===== config.mk =====
export PLATFORM = sky130hd
export DESIGN_NAME = mcs_clock_select_wakeup
export DESIGN_NICKNAME = d
export VERILOG_FILES = /design/src/shared/mcs_pkg.sv /design/src/verilog/mcs_rate_divider.sv /design/src/verilog/mcs_clock_switch.sv /design/src/verilog/mcs_clock_select_wakeup.sv
export VERILOG_INCLUDE_DIRS = /design/src /design/src/shared
export SDC_FILE = /design/constraint.sdc
export NUM_CORES = 1
export LEC_CHECK = 0
export BUFFER_PORTS_ARGS = -buffer_cell sky130_fd_sc_hd__buf_2
export CORE_ASPECT_RATIO = 1.75
export CORE_MARGIN = 2
export CORE_UTILIZATION = 55
export DETAILED_ROUTE_END_ITERATION = 10
export GPL_ROUTABILITY_DRIVEN = 0
export GPL_TIMING_DRIVEN = 0
export PLACE_DENSITY_LB_ADDON = 0.12
export SLEW_MARGIN = 20
export SYNTH_ARGS = -nofsm -noshare
export SYNTH_HDL_FRONTEND = slang
export SYNTH_SLANG_ARGS = --single-unit

===== constraint.sdc =====
create_clock -name hclk -period 3.1 [get_ports hclk]
set_clock_uncertainty 0.15 [all_clocks]
set_input_delay 0.465 -clock hclk [delete_from_list [all_inputs] [get_ports hclk]]
set_output_delay 0.465 -clock hclk [all_outputs]
set_load 0.1 [all_outputs]

===== src/shared/mcs_regs.svh =====
// register offsets, field positions, reset values and timing counts of the clock select block
`ifndef MCS_REGS_SVH
`define MCS_REGS_SVH

// register indices as printed; byte address is four times the index
`define MCS_IDX_WAKEUP_FLAGS   10'h0a0
`define MCS_IDX_CLOCK_SELECT   10'h0a5
`define MCS_IDX_IRQ_STATUS     10'h0b0
`define MCS_IDX_IRQ_ENABLE     10'h0b1
`define MCS_IDX_IRQ_CLEAR      10'h0b2

// reset values
`define MCS_RST_WAKEUP_FLAGS   8'h00
`define MCS_RST_CLOCK_SELECT   8'h40
`define MCS_RST_IRQ_ENABLE     5'h00

// clock select fields
`define MCS_BIT_SLEEP          7
`define MCS_BIT_RING_EN        6
`define MCS_BIT_OVERRIDE       5
`define MCS_BIT_RATE_HI        4
`define MCS_BIT_RATE_LO        3
`define MCS_BIT_STABLE         2

// wakeup flag fields
`define MCS_BIT_BUS_RESET      2
`define MCS_BIT_RESUME         1
`define MCS_BIT_EXTERNAL       0

// single-ended zero length in bit times before bus reset is flagged
`define MCS_SE0_FULL_BITS      7'h20
`define MCS_SE0_LOW_BITS       7'h04

// source edges spent on each side of a clock handover
`define MCS_SWITCH_EDGES       2'h3

// setup nak window after bus reset release
`define MCS_HCLK_MHZ           25
`define MCS_NAK_WINDOW_MS      10
`define MCS_NAK_WINDOW_CYCLES  (`MCS_NAK_WINDOW_MS * 1000 * `MCS_HCLK_MHZ)

`endif


===== src/shared/mcs_pkg.sv =====
// types shared by the clock select and wakeup logic
package mcs_pkg;
  // glitch-free switch progress
  typedef enum logic [1:0] {
    follow,
    drain_old,
    fill_new
  } mcs_switch_state_type;
  // oscillator shutdown progress
  typedef enum logic [1:0] {
    awake,
    ring_gated,
    all_off
  } mcs_sleep_state_type;
endpackage


===== src/verilog/mcs_rate_divider.sv =====
// divides the crystal-derived edge pulses down to the selected rate
`timescale 1ns/1ps
`default_nettype none
module mcs_rate_divider (
  input  wire logic       hclk,
  input  wire logic       hresetn,
  input  wire logic       in_tick,
  input  wire logic [1:0] rate_sel,
  output logic            out_tick
);
  logic [2:0] div_cnt;  // counts crystal edges

  // free running edge counter
  always_ff @(posedge hclk or negedge hresetn) begin
    if (!hresetn) begin
      div_cnt <= 3'h0;
    end else if (in_tick) begin
      div_cnt <= div_cnt + 3'h1;
    end
  end

  // rate decode, 11 every edge down to 00 every eighth
  always_comb begin
    case (rate_sel)
      2'h3:    out_tick = in_tick;
      2'h2:    out_tick = in_tick & (div_cnt[0] == 1'b0);
      2'h1:    out_tick = in_tick & (div_cnt[1:0] == 2'h0);
      default: out_tick = in_tick & (div_cnt == 3'h0);
    endcase
  end
endmodule // mcs_rate_divider
`default_nettype wire


===== src/verilog/mcs_clock_switch.sv =====
// glitch-free handover of the core clock between ring and crystal edges
`timescale 1ns/1ps
`default_nettype none
`include "mcs_regs.svh"
module mcs_clock_switch (
  input  wire logic hclk,
  input  wire logic hresetn,
  input  wire logic ring_tick,
  input  wire logic crystal_tick,
  input  wire logic want_crystal,
  output logic      mcu_clk,
  output logic      switching,
  output logic      switch_done
);
  mcs_pkg::mcs_switch_state_type state;  // handover progress
  logic       cur_crystal;               // source now driving the output
  logic [1:0] edge_cnt;                  // edges seen in this handover step
  logic       old_tick;
  logic       new_tick;

  assign old_tick  = cur_crystal ? crystal_tick : ring_tick;
  assign new_tick  = cur_crystal ? ring_tick : crystal_tick;
  assign switching = (state != mcs_pkg::follow);

  // three old edges then three new edges
  always_ff @(posedge hclk or negedge hresetn) begin
    if (!hresetn) begin
      state       <= mcs_pkg::follow;
      cur_crystal <= 1'b0;
      edge_cnt    <= 2'h0;
      switch_done <= 1'b0;
    end else begin
      switch_done <= 1'b0;
      case (state)
        mcs_pkg::follow: begin
          // a new request starts the drain of the old source
          if (want_crystal != cur_crystal) begin
            state    <= mcs_pkg::drain_old;
            edge_cnt <= 2'h0;
          end
        end
        mcs_pkg::drain_old: begin
          if (old_tick) begin
            if (edge_cnt == `MCS_SWITCH_EDGES - 2'h1) begin
              state    <= mcs_pkg::fill_new;
              edge_cnt <= 2'h0;
            end else begin
              edge_cnt <= edge_cnt + 2'h1;
            end
          end
        end
        mcs_pkg::fill_new: begin
          if (new_tick) begin
            if (edge_cnt == `MCS_SWITCH_EDGES - 2'h1) begin
              state       <= mcs_pkg::follow;
              cur_crystal <= ~cur_crystal;
              switch_done <= 1'b1;
            end else begin
              edge_cnt <= edge_cnt + 2'h1;
            end
          end
        end
        default: state <= mcs_pkg::follow;
      endcase
    end
  end

  // output held low while handing over
  always_ff @(posedge hclk or negedge hresetn) begin
    if (!hresetn) begin
      mcu_clk <= 1'b0;
    end else if (state != mcs_pkg::follow) begin
      mcu_clk <= 1'b0;
    end else if (old_tick) begin
      mcu_clk <= ~mcu_clk;
    end
  end
endmodule // mcs_clock_switch
`default_nettype wire


===== src/verilog/mcs_clock_select_wakeup.sv =====
// core clock source select, sleep control and wakeup flags behind an ahb-lite slave
//
// Behaviour
// - sleep with power-down gates ring, then all
// - bit 6 enables ring oscillator, reset on
// - override zero runs core from ring
// - rate field picks 3.75 to 30 MHz
// - bit 2 mirrors phy clock valid; 1:0 zero
// - handover done in three plus three edges
// - long single-ended zero sets bus reset flag
// - setup naks allowed 10ms after reset
// - leaving idle during suspend sets resume flag
// - external flag follows disk or pin interrupt
// - writing one clears flags 1 and 2
// - unmasked wakeup restarts the crystal, and the ring if bit 6 enables it
// - enabled wakeup events drive wakeup interrupt
//
// The AHB-Lite interface to the registers was left to the implementer.
`timescale 1ns/1ps
`default_nettype none
`include "mcs_regs.svh"
module mcs_clock_select_wakeup #(
  parameter int NAK_WINDOW_CYCLES = `MCS_NAK_WINDOW_CYCLES
) (
  input  wire logic        hclk,
  input  wire logic        hresetn,
  // ahb-lite slave
  input  wire logic        hsel,
  input  wire logic [11:0] haddr,
  input  wire logic [1:0]  htrans,
  input  wire logic        hwrite,
  input  wire logic [2:0]  hsize,
  input  wire logic        hready,
  input  wire logic [31:0] hwdata,
  output logic             hreadyout,
  output logic [31:0]      hrdata,
  output logic             hresp,
  // core and phy status
  input  wire logic        core_power_control,
  input  wire logic        phy_clocks_stable,
  input  wire logic [2:0]  wakeup_mask_reg,
  input  wire logic        disk_interrupt_flag,
  input  wire logic        pin_interrupt_line,
  // bus line conditions from the serial interface engine
  input  wire logic        se0_level,
  input  wire logic        bit_tick,
  input  wire logic        low_speed,
  input  wire logic        line_state_j,
  input  wire logic        global_suspend,
  // oscillator edges
  input  wire logic        ring_osc_tick,
  input  wire logic        crystal_tick,
  // outputs
  output logic             ring_osc_run,
  output logic             crystal_osc_run,
  output logic             mcu_clk,
  output logic             setup_nak_window,
  output logic             wakeup_interrupt_input,
  output logic             irq
);
  // reset images, single fields picked out at reset
  localparam logic [7:0] CLK_SEL_RESET = `MCS_RST_CLOCK_SELECT;
  localparam logic [7:0] WAKE_RESET    = `MCS_RST_WAKEUP_FLAGS;
  // clock select fields
  logic       sleep_req;           // sleep bit
  logic       ring_osc_enable;     // ring oscillator enable
  logic       source_override;     // 1 = crystal rate, 0 = ring
  logic [1:0] rate_sel;            // crystal rate field
  // wakeup flags
  logic [4:0] wake_spare;          // reserved read/write bits 7:3
  logic       bus_reset_flag;
  logic       resume_flag;
  logic       external_event_flag;
  logic [2:0] wake_flags;
  logic       wake_any;
  // bus reset and resume detection
  logic [6:0] se0_cnt;             // bit times of single-ended zero
  logic [6:0] se0_need;            // threshold for current speed
  logic       reset_event;
  logic       reset_seen;          // long se0 still present
  logic [31:0] nak_cnt;            // nak window countdown
  logic       j_prev;
  logic       resume_event;
  logic       ext_prev;
  logic       stable_prev;
  // sleep control
  mcs_pkg::mcs_sleep_state_type sleep_state;
  // clock path
  logic       ring_gated_tick;
  logic       crystal_gated_tick;
  logic       rate_tick;
  logic       switch_done;
  logic       switching;
  // interrupt registers
  logic [4:0] irq_status;
  logic [4:0] irq_enable;
  logic [4:0] irq_events;
  // bus data phase
  logic       addr_ok;
  logic       wr_pend;
  logic [9:0] wr_index;
  logic       wr_clk;
  logic       wr_wake;
  logic       wr_ien;
  logic       wr_iclr;

  // register index decode
  function automatic logic is_index(input logic [9:0] idx, input logic [9:0] want);
    is_index = (idx == want);
  endfunction

  // ahb-lite answers at once, never an error
  assign hreadyout = 1'b1;
  assign hresp     = 1'b0;
  assign addr_ok   = hsel & hready & htrans[1];

  // capture of a write address phase
  always_ff @(posedge hclk or negedge hresetn) begin
    if (!hresetn) begin
      wr_pend  <= 1'b0;
      wr_index <= 10'h000;
    end else if (hready) begin
      wr_pend  <= addr_ok & hwrite & (hsize == 3'h2);
      wr_index <= haddr[11:2];
    end
  end

  assign wr_clk  = wr_pend & is_index(wr_index, `MCS_IDX_CLOCK_SELECT);
  assign wr_wake = wr_pend & is_index(wr_index, `MCS_IDX_WAKEUP_FLAGS);
  assign wr_ien  = wr_pend & is_index(wr_index, `MCS_IDX_IRQ_ENABLE);
  assign wr_iclr = wr_pend & is_index(wr_index, `MCS_IDX_IRQ_CLEAR);

  // read data registered at the address phase
  always_ff @(posedge hclk or negedge hresetn) begin
    if (!hresetn) begin
      hrdata <= 32'h00000000;
    end else if (addr_ok && !hwrite) begin
      // stable bit mirrored, low bits zero
      if (is_index(haddr[11:2], `MCS_IDX_CLOCK_SELECT)) begin
        hrdata <= {24'h000000, sleep_req, ring_osc_enable, source_override, rate_sel, phy_clocks_stable, 2'h0};
      end else if (is_index(haddr[11:2], `MCS_IDX_WAKEUP_FLAGS)) begin
        hrdata <= {24'h000000, wake_spare, wake_flags};
      end else if (is_index(haddr[11:2], `MCS_IDX_IRQ_STATUS)) begin
        hrdata <= {27'h0000000, irq_status};
      end else if (is_index(haddr[11:2], `MCS_IDX_IRQ_ENABLE)) begin
        hrdata <= {27'h0000000, irq_enable};
      end else begin
        // unmapped and write-only addresses read zero
        hrdata <= 32'h00000000;
      end
    end
  end

  // clock select fields, ring enabled at reset
  always_ff @(posedge hclk or negedge hresetn) begin
    if (!hresetn) begin
      sleep_req       <= CLK_SEL_RESET[`MCS_BIT_SLEEP];
      ring_osc_enable <= CLK_SEL_RESET[`MCS_BIT_RING_EN];
      source_override <= CLK_SEL_RESET[`MCS_BIT_OVERRIDE];
      rate_sel        <= CLK_SEL_RESET[`MCS_BIT_RATE_HI:`MCS_BIT_RATE_LO];
    end else if (wr_clk) begin
      sleep_req       <= hwdata[`MCS_BIT_SLEEP];
      ring_osc_enable <= hwdata[`MCS_BIT_RING_EN];
      source_override <= hwdata[`MCS_BIT_OVERRIDE];
      rate_sel        <= hwdata[`MCS_BIT_RATE_HI:`MCS_BIT_RATE_LO];
    end else if (wake_any && sleep_state != mcs_pkg::awake) begin
      // wakeup ends the sleep request
      sleep_req <= 1'b0;
    end
  end

  // ring gated first, then all oscillators
  always_ff @(posedge hclk or negedge hresetn) begin
    if (!hresetn) begin
      sleep_state <= mcs_pkg::awake;
    end else begin
      case (sleep_state)
        mcs_pkg::awake: begin
          if (core_power_control && sleep_req && !wake_any) begin
            sleep_state <= mcs_pkg::ring_gated;
          end
        end
        mcs_pkg::ring_gated: begin
          sleep_state <= wake_any ? mcs_pkg::awake : mcs_pkg::all_off;
        end
        mcs_pkg::all_off: begin
          if (wake_any) begin
            sleep_state <= mcs_pkg::awake;
          end
        end
        default: sleep_state <= mcs_pkg::awake;
      endcase
    end
  end

  // oscillator run controls
  assign ring_osc_run    = ring_osc_enable & (sleep_state == mcs_pkg::awake);
  assign crystal_osc_run = (sleep_state != mcs_pkg::all_off);

  // stopped oscillators deliver no edges
  assign ring_gated_tick    = ring_osc_tick & ring_osc_run;
  assign crystal_gated_tick = crystal_tick & crystal_osc_run;

  mcs_rate_divider u_rate (
    .hclk     (hclk),
    .hresetn  (hresetn),
    .in_tick  (crystal_gated_tick),
    .rate_sel (rate_sel),
    .out_tick (rate_tick)
  );

  // override picks crystal rate or ring
  mcs_clock_switch u_switch (
    .hclk         (hclk),
    .hresetn      (hresetn),
    .ring_tick    (ring_gated_tick),
    .crystal_tick (rate_tick),
    .want_crystal (source_override),
    .mcu_clk      (mcu_clk),
    .switching    (switching),
    .switch_done  (switch_done)
  );

  assign se0_need = low_speed ? `MCS_SE0_LOW_BITS : `MCS_SE0_FULL_BITS;
  always_ff @(posedge hclk or negedge hresetn) begin
    if (!hresetn) begin
      se0_cnt <= 7'h00;
    end else if (!se0_level) begin
      se0_cnt <= 7'h00;
    end else if (bit_tick && se0_cnt < se0_need) begin
      se0_cnt <= se0_cnt + 7'h01;
    end
  end
  assign reset_event = se0_level & bit_tick & (se0_cnt == se0_need - 7'h01);

  always_ff @(posedge hclk or negedge hresetn) begin
    if (!hresetn) begin
      reset_seen <= 1'b0;
      nak_cnt    <= 32'h00000000;
    end else begin
      if (reset_event) begin
        reset_seen <= 1'b1;
      end else if (!se0_level) begin
        reset_seen <= 1'b0;
      end
      if (reset_seen && !se0_level) begin
        nak_cnt <= 32'(NAK_WINDOW_CYCLES);
      end else if (nak_cnt != 32'h00000000) begin
        nak_cnt <= nak_cnt - 32'h00000001;
      end
    end
  end
  assign setup_nak_window = (nak_cnt != 32'h00000000);

  // transition away from idle while suspended
  assign resume_event = global_suspend & j_prev & ~line_state_j;

  // line history for edge detection
  always_ff @(posedge hclk or negedge hresetn) begin
    if (!hresetn) begin
      j_prev      <= 1'b1;
      ext_prev    <= 1'b0;
      stable_prev <= 1'b0;
    end else begin
      j_prev      <= line_state_j;
      ext_prev    <= external_event_flag;
      stable_prev <= phy_clocks_stable;
    end
  end

  // write-one clear, a new event wins
  always_ff @(posedge hclk or negedge hresetn) begin
    if (!hresetn) begin
      bus_reset_flag <= WAKE_RESET[`MCS_BIT_BUS_RESET];
      resume_flag    <= WAKE_RESET[`MCS_BIT_RESUME];
      wake_spare     <= WAKE_RESET[7:3];
    end else begin
      bus_reset_flag <= reset_event | (bus_reset_flag & ~(wr_wake & hwdata[`MCS_BIT_BUS_RESET]));
      resume_flag    <= resume_event | (resume_flag & ~(wr_wake & hwdata[`MCS_BIT_RESUME]));
      if (wr_wake) begin
        wake_spare <= hwdata[7:3];
      end
    end
  end

  // external flag follows disk or pin
  always_ff @(posedge hclk or negedge hresetn) begin
    if (!hresetn) begin
      external_event_flag <= 1'b0;
    end else begin
      external_event_flag <= disk_interrupt_flag | pin_interrupt_line;
    end
  end

  assign wake_flags = {bus_reset_flag, resume_flag, external_event_flag};
  assign wake_any   = |(wake_flags & ~wakeup_mask_reg);

  // wakeup interrupt to the core
  always_ff @(posedge hclk or negedge hresetn) begin
    if (!hresetn) begin
      wakeup_interrupt_input <= 1'b0;
    end else begin
      wakeup_interrupt_input <= wake_any;
    end
  end

  // sticky status, enable and clear registers
  assign irq_events = {switch_done, phy_clocks_stable & ~stable_prev,
                       external_event_flag & ~ext_prev, resume_event, reset_event};
  always_ff @(posedge hclk or negedge hresetn) begin
    if (!hresetn) begin
      irq_status <= 5'h00;
    end else begin
      irq_status <= irq_events | (irq_status & ~(wr_iclr ? hwdata[4:0] : 5'h00));
    end
  end
  always_ff @(posedge hclk or negedge hresetn) begin
    if (!hresetn) begin
      irq_enable <= `MCS_RST_IRQ_ENABLE;
    end else if (wr_ien) begin
      irq_enable <= hwdata[4:0];
    end
  end
  assign irq = |(irq_status & irq_enable);
endmodule // mcs_clock_select_wakeup
`default_nettype wire


Word-level counts from Yosys, hierarchy flattened
Cells that the tools add are included.
Word-level totals
  register bits after elaboration: 122
  latch bits: 0
  memory bits (writable): 0
  ROM bits: 0
  bits of input ports: 68
  memories: 0
Operators by class
  add/subtract/negate cells: 5
  multiply operators: 0
  div/mod/pow operators: 0
  $lt $le $gt $ge: 1
  equality and inequality tests: 30
  shifts and indexed selects: 0
  mux-type cells: 38
  bitwise gates (word level): 41
  reduce and logical (&&, ||, !) cells: 26
Operators by type and width (count)
  $eq A10 B8 Y1 const B: 8
  $mux W32: 2
  $reduce_bool A32 Y1: 1
  $sub A32 B1 Y32 const B: 1
  $mux W2: 13
  $and A1 B1 Y1: 24
  $pmux W2 S3: 3
  $mux W8: 2
  $mux W5: 3
  $mux W7: 2
  $ne A2 B1 Y1 const B: 7
  $mux W1: 11
  $and A5 B5 Y5: 2
  $eq A2 B2 Y1 const B: 5
  $reduce_and A5 Y1: 2
  $reduce_bool A2 Y1: 5
  $ne A2 B2 Y1 const B: 4
  $not A1 Y1: 8
  $add A7 B1 Y7 const B: 1
  $eq A7 B7 Y1: 1
  $lt A7 B6 Y1: 1
  $sub A6 B1 Y7 const B: 1
  $eq A2 B1 Y1 const B: 3
  $logic_and A1 B1 Y1: 6
  19 further kinds: 25

Depth between registers and ports, before layout
Gate-level depths: netlist of run 1.
  word-level depth: 7
  depth in mapped cells: 9
  mapped depth without buffers: 8

Hierarchy
From an unflattened synthesis of run 1, not the netlist that was laid out.
Unflattened totals
  cells, all modules: 520
  area total of the unflattened synthesis: 5282.6 um^2
By module, submodules not included
  mcs_clock_select_wakeup: times used 1, cells an instance 454, area each 4593.2 um^2, sequential area each 2204.6 um^2
  mcs_clock_switch: times used 1, cells an instance 43, area each 466.7 um^2, sequential area each 175.2 um^2
  mcs_rate_divider: times used 1, cells an instance 23, area each 222.7 um^2, sequential area each 75.1 um^2

Least setup slack after synthesis of run 1
OpenSTA, ideal clock, no wires.
  path type: reg-to-output
  from: register ring_osc_enable
  to: output ring_osc_run
  data arrival time: 2.711 ns
  required time: 2.485 ns
  setup slack: -0.226 ns
  stages on the path, launching flop included: 2
  path buffers: 0
  cells stage by stage: dfstp_2 nor3b_1
Between the ends
  longest elaborated chain between the ends: 1
RTL lines
  from (decl): RTL line mcs_clock_select_wakeup.sv:66  | logic ring_osc_enable;
  from (signal assigned): RTL line mcs_clock_select_wakeup.sv:158  | ring_osc_enable <= CLK_SEL_RESET[`MCS_BIT_RING_EN];
  from (signal assigned): RTL line mcs_clock_select_wakeup.sv:163  | ring_osc_enable <= hwdata[`MCS_BIT_RING_EN];
  $and A1 B1 Y1: RTL line mcs_clock_select_wakeup.sv:197  | assign ring_osc_run = ring_osc_enable & (sleep_state == mcs_pkg::awake);
  to (decl): RTL line mcs_clock_select_wakeup.sv:54  | output logic ring_osc_run,
No other way between the ends.

Worst setup path in the final report of run 1
  from: register nak_cnt[12]
  to: output setup_nak_window
Between the ends
  longest elaborated chain between the ends: 1
RTL lines
  from (decl): RTL line mcs_clock_select_wakeup.sv:81  | logic [31:0] nak_cnt;
  from (signal assigned): RTL line mcs_clock_select_wakeup.sv:247  | nak_cnt <= 32'(NAK_WINDOW_CYCLES);
  from (signal assigned): RTL line mcs_clock_select_wakeup.sv:249  | nak_cnt <= nak_cnt - 32'h00000001;
  $reduce_bool A32 Y1: RTL line mcs_clock_select_wakeup.sv:253  | assign setup_nak_window = (nak_cnt != 32'h00000000);
  to (decl): RTL line mcs_clock_select_wakeup.sv:57  | output logic setup_nak_window,
No other way between the ends.

==> results of run 1 <==
## where the power goes
part,internal [W],switching [W]
combinational,0.000266,0.000414
sequential,0.00141,0.000131
clock,0.000705,0.000465
## state kept, by name, indices dropped and copies added (netlist names), 2 cells and up
register           count
hrdata                 8
irq_enable             5
irq_status             5
nak_cnt               32
rate_sel               2
se0_cnt                7
sleep_state            2
u_rate.div_cnt         3
u_switch.edge_cnt      2
u_switch.state         2
wake_spare             5
wr_index              10
## Yosys cell counts, drive strengths merged, types with 5 or more instances
cell type / instances
a21o: 12
a21oi: 13
a22oi: 8
a31oi: 5
and2: 7
buf: 29
clkbuf: 10
dfrtp: 96
ha: 16
inv: 22
mux2: 25
nand2: 49
nand2b: 8
nand3: 7
nand3b: 5
nor2: 43
nor2b: 8
nor3: 10
nor4: 10
o21ai: 18
or3: 5
or4: 6
xnor2: 18
xor2: 19
## cells by family (layout without fill, tap and decap cells)
kind of cell    Yosys count  after routing  share of synthesized area, %
mux                      29             29                          6.30
compound gates           76             76                          10.3
flops                    98             98                          48.1
xor+xnor                 37             37                          6.35
simple gates            179            179                          18.5
other cells               2             26                         0.147
fa+ha+maj                16             16                          3.92
buf+inv                  61            130                          6.44
## through the flow
step / worst slack [ns] / cells / hold WS, ns / utilization [%]
detailed placement: 0.239 / 694 / 0.188 / 62.4
global route: 0.0341 / 711 / 0.0658 / 66.4
CTS: 0.0220 / 711 / 0.0704 / 66.2
global placement: 0.306 / 693 / 0.255 / 62.0
floorplan: 0.322 / 522 / 0.0194 / -
finish: 0.129 / 711 / 0.0826 / 66.4
## timing repair
action	in CTS	in global routing
endpoints found under the hold margin	20	0
setup endpoints to repair	1	1
gates resized for setup	3	4
hold buffers	1	0
## worst max-delay path by stage
stage | from | to | slack [ns]
finish | nak_cnt[12]$_DFFE_PN0P_ | setup_nak_window | 0.13
CTS | nak_cnt[12]$_DFFE_PN0P_ | setup_nak_window | 0.02
floorplan | nak_cnt[12]$_DFFE_PN0P_ | setup_nak_window | 0.32
global placement | hready | hrdata[5]$_DFFE_PN0P_ | 0.31
detailed placement | hready | hrdata[6]$_DFFE_PN0P_ | 0.24
global route | nak_cnt[12]$_DFFE_PN0P_ | setup_nak_window | 0.03
## metal layers
layer	part of all wire, %	GRT usage (%)	vias to the layer above
li1	-	-	1849
met1	37	23.5	1857
met2	58	42.7	54
met3	2.3	3.30	17
met4	2.3	9.29	0
met5	0	0	-
## area by class of cell
type                    instances  area, sq um
plain buffers                  39          246
clock buffers                   9          225
clock inverters                 7         91.3
fillers                       734         3030
inverters                      22         82.6
multi-input cells             363         2440
flip-flops and latches         98         2450
well taps                     120          150
repair buffers                 53          314
==> impl_metrics.toml, run 1 <==
[placement]
dp_hpwl_microns = 8110
placed_area_sq_um = 5640
portBuffers = 51

[floorplan]
fp.dieW_microns = 76.8
dieArea_sq_um = 10100
die_h_microns = 131
row_count = 46
ios = 108
start_util_pct = 56.5
core_area_sq_um = 9040

[setup_path]
r2r_start = "nak_cnt[12]$_DFFE_PN0P_"
cp_data_arrival_time_ns = 2.36
crit_required_ns = 2.48
startpoint_type = "flop"
timing.rr.end = "nak_cnt[29]$_DFFE_PN0P_"
path_delay_family = "simple AND/OR/NAND/NOR gates"
cp_slowest_cell = "or4_1"
cp_slowest_stage_delay_ns = 0.52
regToRegSetupSlack_ns = 0.39
critPathBufInv = 2
ff2ff_path_depth = 7
worstSetupEndpointType = "output port"
path_depth = 6
critPathKind = "flop to output port"
cp_cell_sequence = "or4_1 > buf_2 > or3_4 > nor3_4 > nand2_1 > buf_12"
worstPathMaxFanout = 6

[power]
p_leak_nw = 2.69
p_total_w = 0.00339
p_per_area_nw_per_um2 = 565
vdd_ir_drop_max_mv = 0.518

[finish]
drive_above_1_share_pct = 22.5
diodes = 0
fin_nets = 670
final_cell_mix = "dfrtp_1, buf_2, nand2_1"
postLayoutCellArea_sq_um = 6000
layout-area-overhead-vs-synth_pct = 17.5
final_common_cell = "dfrtp_1"

[timing]
fmax_ghz = 0.337
slew_headroom_pct = 18.2
period_share_pct = 95.8
worst_pin_slew_ns = 1.22
finalSetupViolCount = 0
tns_ns = 0
rsz0062_at_grt = "no"
period_needed_ns = 2.97
finalMaxSlewViolations = 0
finalHoldViolCount = 0

[min_path]
hold_depth = 1
hold_class = "input pin to flop"
hold_start = "line_state_j"
whs_endpoint = "j_prev$_DFF_PN1_"

[clock_network]
cts-root-buf = "clkbuf_16"
cts_buffer_depth = 2
cts_setup_buffers = 0
cts_sinks = 98
clk_latency_ns = 0.34
cts_buffers = 9
clkTransAtPathRegs_ns = 0.07
cts_tree = "yes"
htreeDepth = 3

[synth]
synth_ff_type = "dfrtp_1"
yosys-top-cells-area = "dfrtp_1, mux2_2, ha_1, buf_4, nand2_1"
netlist_instances = 498
synthArstFlopShare_pct = 100
ys_seq_area_share_pct = 48.1
synth-seq-cells = 98
netlist_area_sq_um = 5110
synth_top_area_share_pct = 47.0
yosysUniqueCellTypes = 55
ys_warn_count = 0
synth_top_area_cell = "dfrtp_1"
synth-edff-count = 0
synth_area_per_cell_sq_um = 10.3

[detailed_routing]
wl_microns = 10500
vias = 3777
ant_nets = 0
drtIter0Drc = 150
drt_first_pass_iters = 4
drc = 0
post_drt_wl_per_cell_microns = 14.8
via_per_inst = 5.31

[global_routing]
grt_pass1_vias = 3990
track_usage_pct = 22.3
grt_pass1_wl_microns = 18100
grt_max_degree = 77
overflow = 0
antenna_found_initial = 0

[job]
drv_cap = 0

[run_status]
status = "completed"
No activity file was read; power rests on OpenSTA's default activity.
==> run 2, diff against run 1 <==
--- a/config.mk
+++ b/config.mk
@@ -9,7 +9,7 @@
 export BUFFER_PORTS_ARGS = -buffer_cell sky130_fd_sc_hd__buf_2
 export CORE_ASPECT_RATIO = 1.75
 export CORE_MARGIN = 2
-export CORE_UTILIZATION = 55
+export CORE_UTILIZATION = 29
 export DETAILED_ROUTE_END_ITERATION = 10
 export GPL_ROUTABILITY_DRIVEN = 0
 export GPL_TIMING_DRIVEN = 0
==> run 2 against run 1 <==
Compared with the run above: first-iteration DRC count down 4.7%; sequential share of layout area down 0.61 points; clock power shrank 9%; sequential power about the same; core utilization is 31 points lower; count of clock-buffer cells in the layout increased by 2; flip-flop and latch count is the same; critical path type unchanged; via count fell by 0.69%; register-to-register slack got worse by 0.02 ns; highest routed layer is now met5.
==> impl_metrics.toml, run 2 (synthesized netlist as in run 1, its figures left out) <==
[run_status]
status = "completed"

[timing]
worst_pin_slew_ns = 0.872
finalHoldViolCount = 0
rsz0062_at_grt = "no"
slew_headroom_pct = 41.7
period_needed_ns = 3.00
finalMaxSlewViolations = 0
tns_ns = 0
period_share_pct = 96.8
finalSetupViolCount = 0
fmax_ghz = 0.333
holdWs_ns = 0.0727

[clock_network]
clk_latency_ns = 0.35
cts_tree = "yes"
cts_buffers = 9
cts_setup_buffers = 0
cts_buffer_depth = 2
htreeDepth = 3
cts-root-buf = "clkbuf_16"
cts_sinks = 98
clkTransAtPathRegs_ns = 0.07

[detailed_routing]
post_drt_wl_per_cell_microns = 14.9
wl_microns = 12200
ant_nets = 0
drc = 0
drt_first_pass_iters = 4
vias = 3751
drtIter0Drc = 143
via_per_inst = 4.56

[setup_path]
worstSetupEndpointType = "output port"
cp_cell_sequence = "or4_1 > buf_2 > or3_4 > nor3_2 > nand2_1 > buf_6"
critPathKind = "flop to output port"
cp_slowest_stage_delay_ns = 0.52
regToRegSetupSlack_ns = 0.37
startpoint_type = "flop"
endpoint = "setup_nak_window"
ff2ff_path_depth = 7
worstPathMaxFanout = 6
timing.rr.end = "nak_cnt[29]$_DFFE_PN0P_"
crit_required_ns = 2.48
cp_data_arrival_time_ns = 2.39
critPathLaunch = "nak_cnt[12]$_DFFE_PN0P_"
cp_slowest_cell = "or4_1"
r2r_start = "nak_cnt[12]$_DFFE_PN0P_"

[placement]
dp_hpwl_microns = 9300
portBuffers = 51

[power]
p_per_area_nw_per_um2 = 542
p_sw_share_pct = 32.6
clkPwrFrac_pct = 32.3
netSwitchingPower_w = 0.00108
internal_power_w = 0.00223
pwr-share-seq_pct = 46.8
p_leak_nw = 2.63
p_comb_share_pct = 20.9
vdd_ir_drop_max_mv = 0.272

[global_routing]
grt_pass1_wl_microns = 20400
antenna_found_initial = 0
track_usage_pct = 13.6
grt_pass1_vias = 4012
grt_max_degree = 56
overflow = 0

[floorplan]
dieArea_sq_um = 18700
ios = 108
core_area_sq_um = 17400
fp.dieW_microns = 104
start_util_pct = 29.4
die_h_microns = 180
row_count = 64

[finish]
regArea_sq_um = 2450
final_cell_mix = "dfrtp_1, buf_2, nand2_1"
diodes = 0
layout-area-overhead-vs-synth_pct = 19.3
fill_cells = 1808
multi_input_area_sq_um = 2440
drive_above_1_share_pct = 22.5
fin_nets = 670
max_flop_register = "nak_cnt"
largest_reg_flops = 32
reg.largest.list = "nak_cnt x32, wr_index x10, hrdata x8"
final_common_cell = "dfrtp_1"

[job]
drv_cap = 0

[min_path]
hold_class = "input pin to flop"
[run 2: cell count changes in the layout (fill, tap and decap cells not counted), sizes merged]
cell      previous run  this run
bufinv               2         0
inv                 23        24
clkinv               3         0
clkbuf              19        21
clkinvlp             1         3
[run 2: layout make-up]
cell class | instances | share of cell area (%)
Sequential cell | 98 | 40.3
Multi-Input combinational cell | 363 | 40.1
Timing Repair Buffer | 53 | 5.01
Tap cell | 231 | 4.74
Buffer | 39 | 4.05
Clock buffer | 11 | 3.82
Inverter | 22 | 1.36
Clock inverter | 5 | 0.657
[run 2: worst max-delay path, delay by kind of cell, from the launching register on]
kind	cells	cell delay (ns)
buffers and inverters	2	0.41
AND/OR/NAND/NOR	4	1.23
flip-flops	1	0.40
[run 2: worst min path at each step]
stage                                   startpoint                        to  slack (ns)  depth (start not counted)
global placement                ext_prev$_DFF_PN0_   irq_status[2]$_DFF_PN0_        0.26                          1
floorplan                                  hresetn  bus_reset_flag$_DFF_PN0_        0.02                          0
CTS                                   line_state_j          j_prev$_DFF_PN1_        0.06                          1
finish                                line_state_j          j_prev$_DFF_PN1_        0.07                          1
detailed placement  u_switch.switch_done$_DFF_PN0_   irq_status[4]$_DFF_PN0_        0.27                          1
global route                          line_state_j          j_prev$_DFF_PN1_        0.07                          1
[run 2: power groups by stage]
stage	Sequential, W	Clock [W]	Combinational [W]
6_report	0.00155	0.00107	0.000691
5_1_grt	0.00157	0.00114	0.000776
4_1_cts	0.00155	0.00110	0.000698
3_5_place_dp	0.00156	0	0.000687
3_3_place_gp	0.00156	0	0.000667
2_1_floorplan	0.00154	0	0.000530
[run 2: metal layers]
| layer | vias to the layer above | GRT usage (%) | wire length, microns |
|---|---|---|---|
| met5 | - | 0 | 11 |
| met4 | 4 | 5.62 | 291 |
| met3 | 17 | 2.18 | 315 |
| met2 | 52 | 26.4 | 6960 |
| met1 | 1830 | 14.2 | 4650 |
| li1 | 1848 | - | - |
[run 2: timing repair]
item / 4_1_cts / 5_1_grt
gates resized for setup: 3 / 1
endpoints found under the setup margin: 1 / 1
hold buffers: 1 / 0
hold endpoints to repair: 41 / 0
[run 2: metrics by stage]
step           instance area, sq um  std cells  power (W)  util (%)  setup WS [ns]
2_1_floorplan                  5200        522    0.00207         -          0.322
3_3_place_gp                   5750        804    0.00222      33.1        -0.0179
3_5_place_dp                   5790        805    0.00225      33.3        -0.0541
4_1_cts                        6090        822    0.00335      35.0         0.0359
5_1_grt                        6090        822    0.00349      35.1        0.00340
6_report                       6090        822    0.00330      35.1         0.0997
==> run 3, diff against run 2 <==
==> constraint.sdc (replaced) <==
create_clock -name hclk -period 3.1 [get_ports hclk]
set_clock_uncertainty 0.15 [all_clocks]
set_input_delay 0.62 -clock hclk [delete_from_list [all_inputs] [get_ports hclk]]
set_output_delay 0.62 -clock hclk [all_outputs]
set_load 0.1 [all_outputs]
==> run 3 against run 2 <==
Compared with the run above: flip-flop and latch count did not move; maximum frequency fell by 0.47%; clock power barely moved; cell area rose by 1.1%; worst setup slack got worse by 0.014 ns; final cell count rose by 0.61%; wire length rose by 0.53%; global-route usage rose by 0.068 points; count of clock-buffer cells in the layout did not move.
==> impl_metrics.toml, run 3 (synthesized netlist as in run 1, its figures left out) <==
[detailed_routing]
wl_microns = 12300
ant_nets = 0
post_drt_wl_per_cell_microns = 14.9
drc = 0
vias = 3779
drtIter0Drc = 172
via_per_inst = 4.57
drt_first_pass_iters = 4

[run_status]
status = "completed"

[floorplan]
core_area_sq_um = 17400
start_util_pct = 29.4
die_h_microns = 180
fp.dieW_microns = 104
ios = 108
dieArea_sq_um = 18700
row_count = 64

[finish]
largest_reg_flops = 32
diodes = 0
fin_util_pct = 35.5
final_common_cell = "dfrtp_1"
layout-area-overhead-vs-synth_pct = 20.7
max_flop_register = "nak_cnt"
reg.largest.list = "nak_cnt x32, wr_index x10, hrdata x8"
final_cell_mix = "dfrtp_1, buf_2, nand2_1"
drive_above_1_share_pct = 23.7
fin_nets = 675

[global_routing]
track_usage_pct = 13.7
antenna_found_initial = 0
grt_pass1_vias = 4010
grt_pass1_wl_microns = 20500
overflow = 0
grt_max_degree = 56

[power]
vdd_ir_drop_max_mv = 0.271
p_leak_nw = 2.70
p_total_w = 0.00330
p_per_area_nw_per_um2 = 535

[clock_network]
cts_buffer_depth = 2
cts-root-buf = "clkbuf_16"
cts_sinks = 98
clkTransAtPathRegs_ns = 0.07
htreeDepth = 3
cts_tree = "yes"
cts_buffers = 9
clk_latency_ns = 0.35

[setup_path]
cp_data_arrival_time_ns = 2.24
cp_slowest_cell = "or4_4"
regToRegSetupSlack_ns = 0.27
critPathKind = "flop to output port"
critPathLaunch = "nak_cnt[12]$_DFFE_PN0P_"
critPathBufInv = 2
path_delay_family = "simple AND/OR/NAND/NOR gates"
crit_required_ns = 2.33
worstPathMaxFanout = 2
worstSetupEndpointType = "output port"
startpoint_type = "flop"
cp_slowest_stage_delay_ns = 0.53
r2r_start = "nak_cnt[12]$_DFFE_PN0P_"
cp_cell_sequence = "or4_4 > buf_6 > or3_4 > nor3_4 > nand2_2 > buf_12"

[placement]
portBuffers = 51
dp_hpwl_microns = 9300

[job]
drv_cap = 0

[timing]
finalMaxSlewViolations = 0
finalSetupViolCount = 0
rsz0062_at_grt = "no"
tns_ns = 0
worst_pin_slew_ns = 0.870
holdWs_ns = 0.0340
period_needed_ns = 3.01
period_share_pct = 97.2
fmax_ghz = 0.332
finalHoldViolCount = 0
slew_headroom_pct = 41.9

[min_path]
hold_class = "input pin to asynchronous set/reset pin"
[run 3: layer usage]
layer	global-route usage (%)	part of all wire, %
met1	14.2	38
met2	26.4	57
met3	2.21	2.7
met4	5.78	2.2
met5	0	0
[run 3: path summary, 6_finish.rpt]
kind	end	cells past startpoint
max reg2reg	nak_cnt[29]$_DFFE_PN0P_	8
max	setup_nak_window	6
max in group asynchronous	nak_cnt[1]$_DFFE_PN0P_	2
min in group hclk	j_prev$_DFF_PN1_	1
min reg2reg	ext_prev$_DFF_PN0_	0
min	se0_cnt[6]$_DFFE_PN0P_	1
[run 3: report_power, final]
| group | switching [W] | internal [W] |
|---|---|---|
| clock network | 0.000507 | 0.000551 |
| registers | 0.000136 | 0.00141 |
| logic | 0.000425 | 0.000270 |
[run 3: layout make-up]
cell class | count | area (sq um)
inverters | 22 | 82.6
multi-input cells | 363 | 2460
plain buffers | 39 | 253
well taps | 231 | 289
flip-flops and latches | 98 | 2450
repair buffers | 58 | 349
clock buffers | 11 | 233
fillers | 1797 | 11200
clock inverters | 5 | 40.0
[run 3: through the flow]
| stage | instances | instance area (sq um) | setup WS [ns] |
|---|---|---|---|
| 6_report | 827 | 6160 | 0.0856 |
| 5_1_grt | 827 | 6160 | 0.00116 |
| 4_1_cts | 825 | 6140 | -0.0106 |
| 3_5_place_dp | 805 | 5790 | -0.209 |
| 3_3_place_gp | 804 | 5750 | -0.173 |
| 2_1_floorplan | 522 | 5200 | 0.167 |
[run 3: repair_timing]
item / 4_1_cts / 5_1_grt
gates cloned: 0 / 0
hold buffers: 0 / 0
pin swaps: 2 / 1
setup endpoints to repair: 1 / 1
gates resized for setup: 11 / 1
setup buffers: 4 / 2
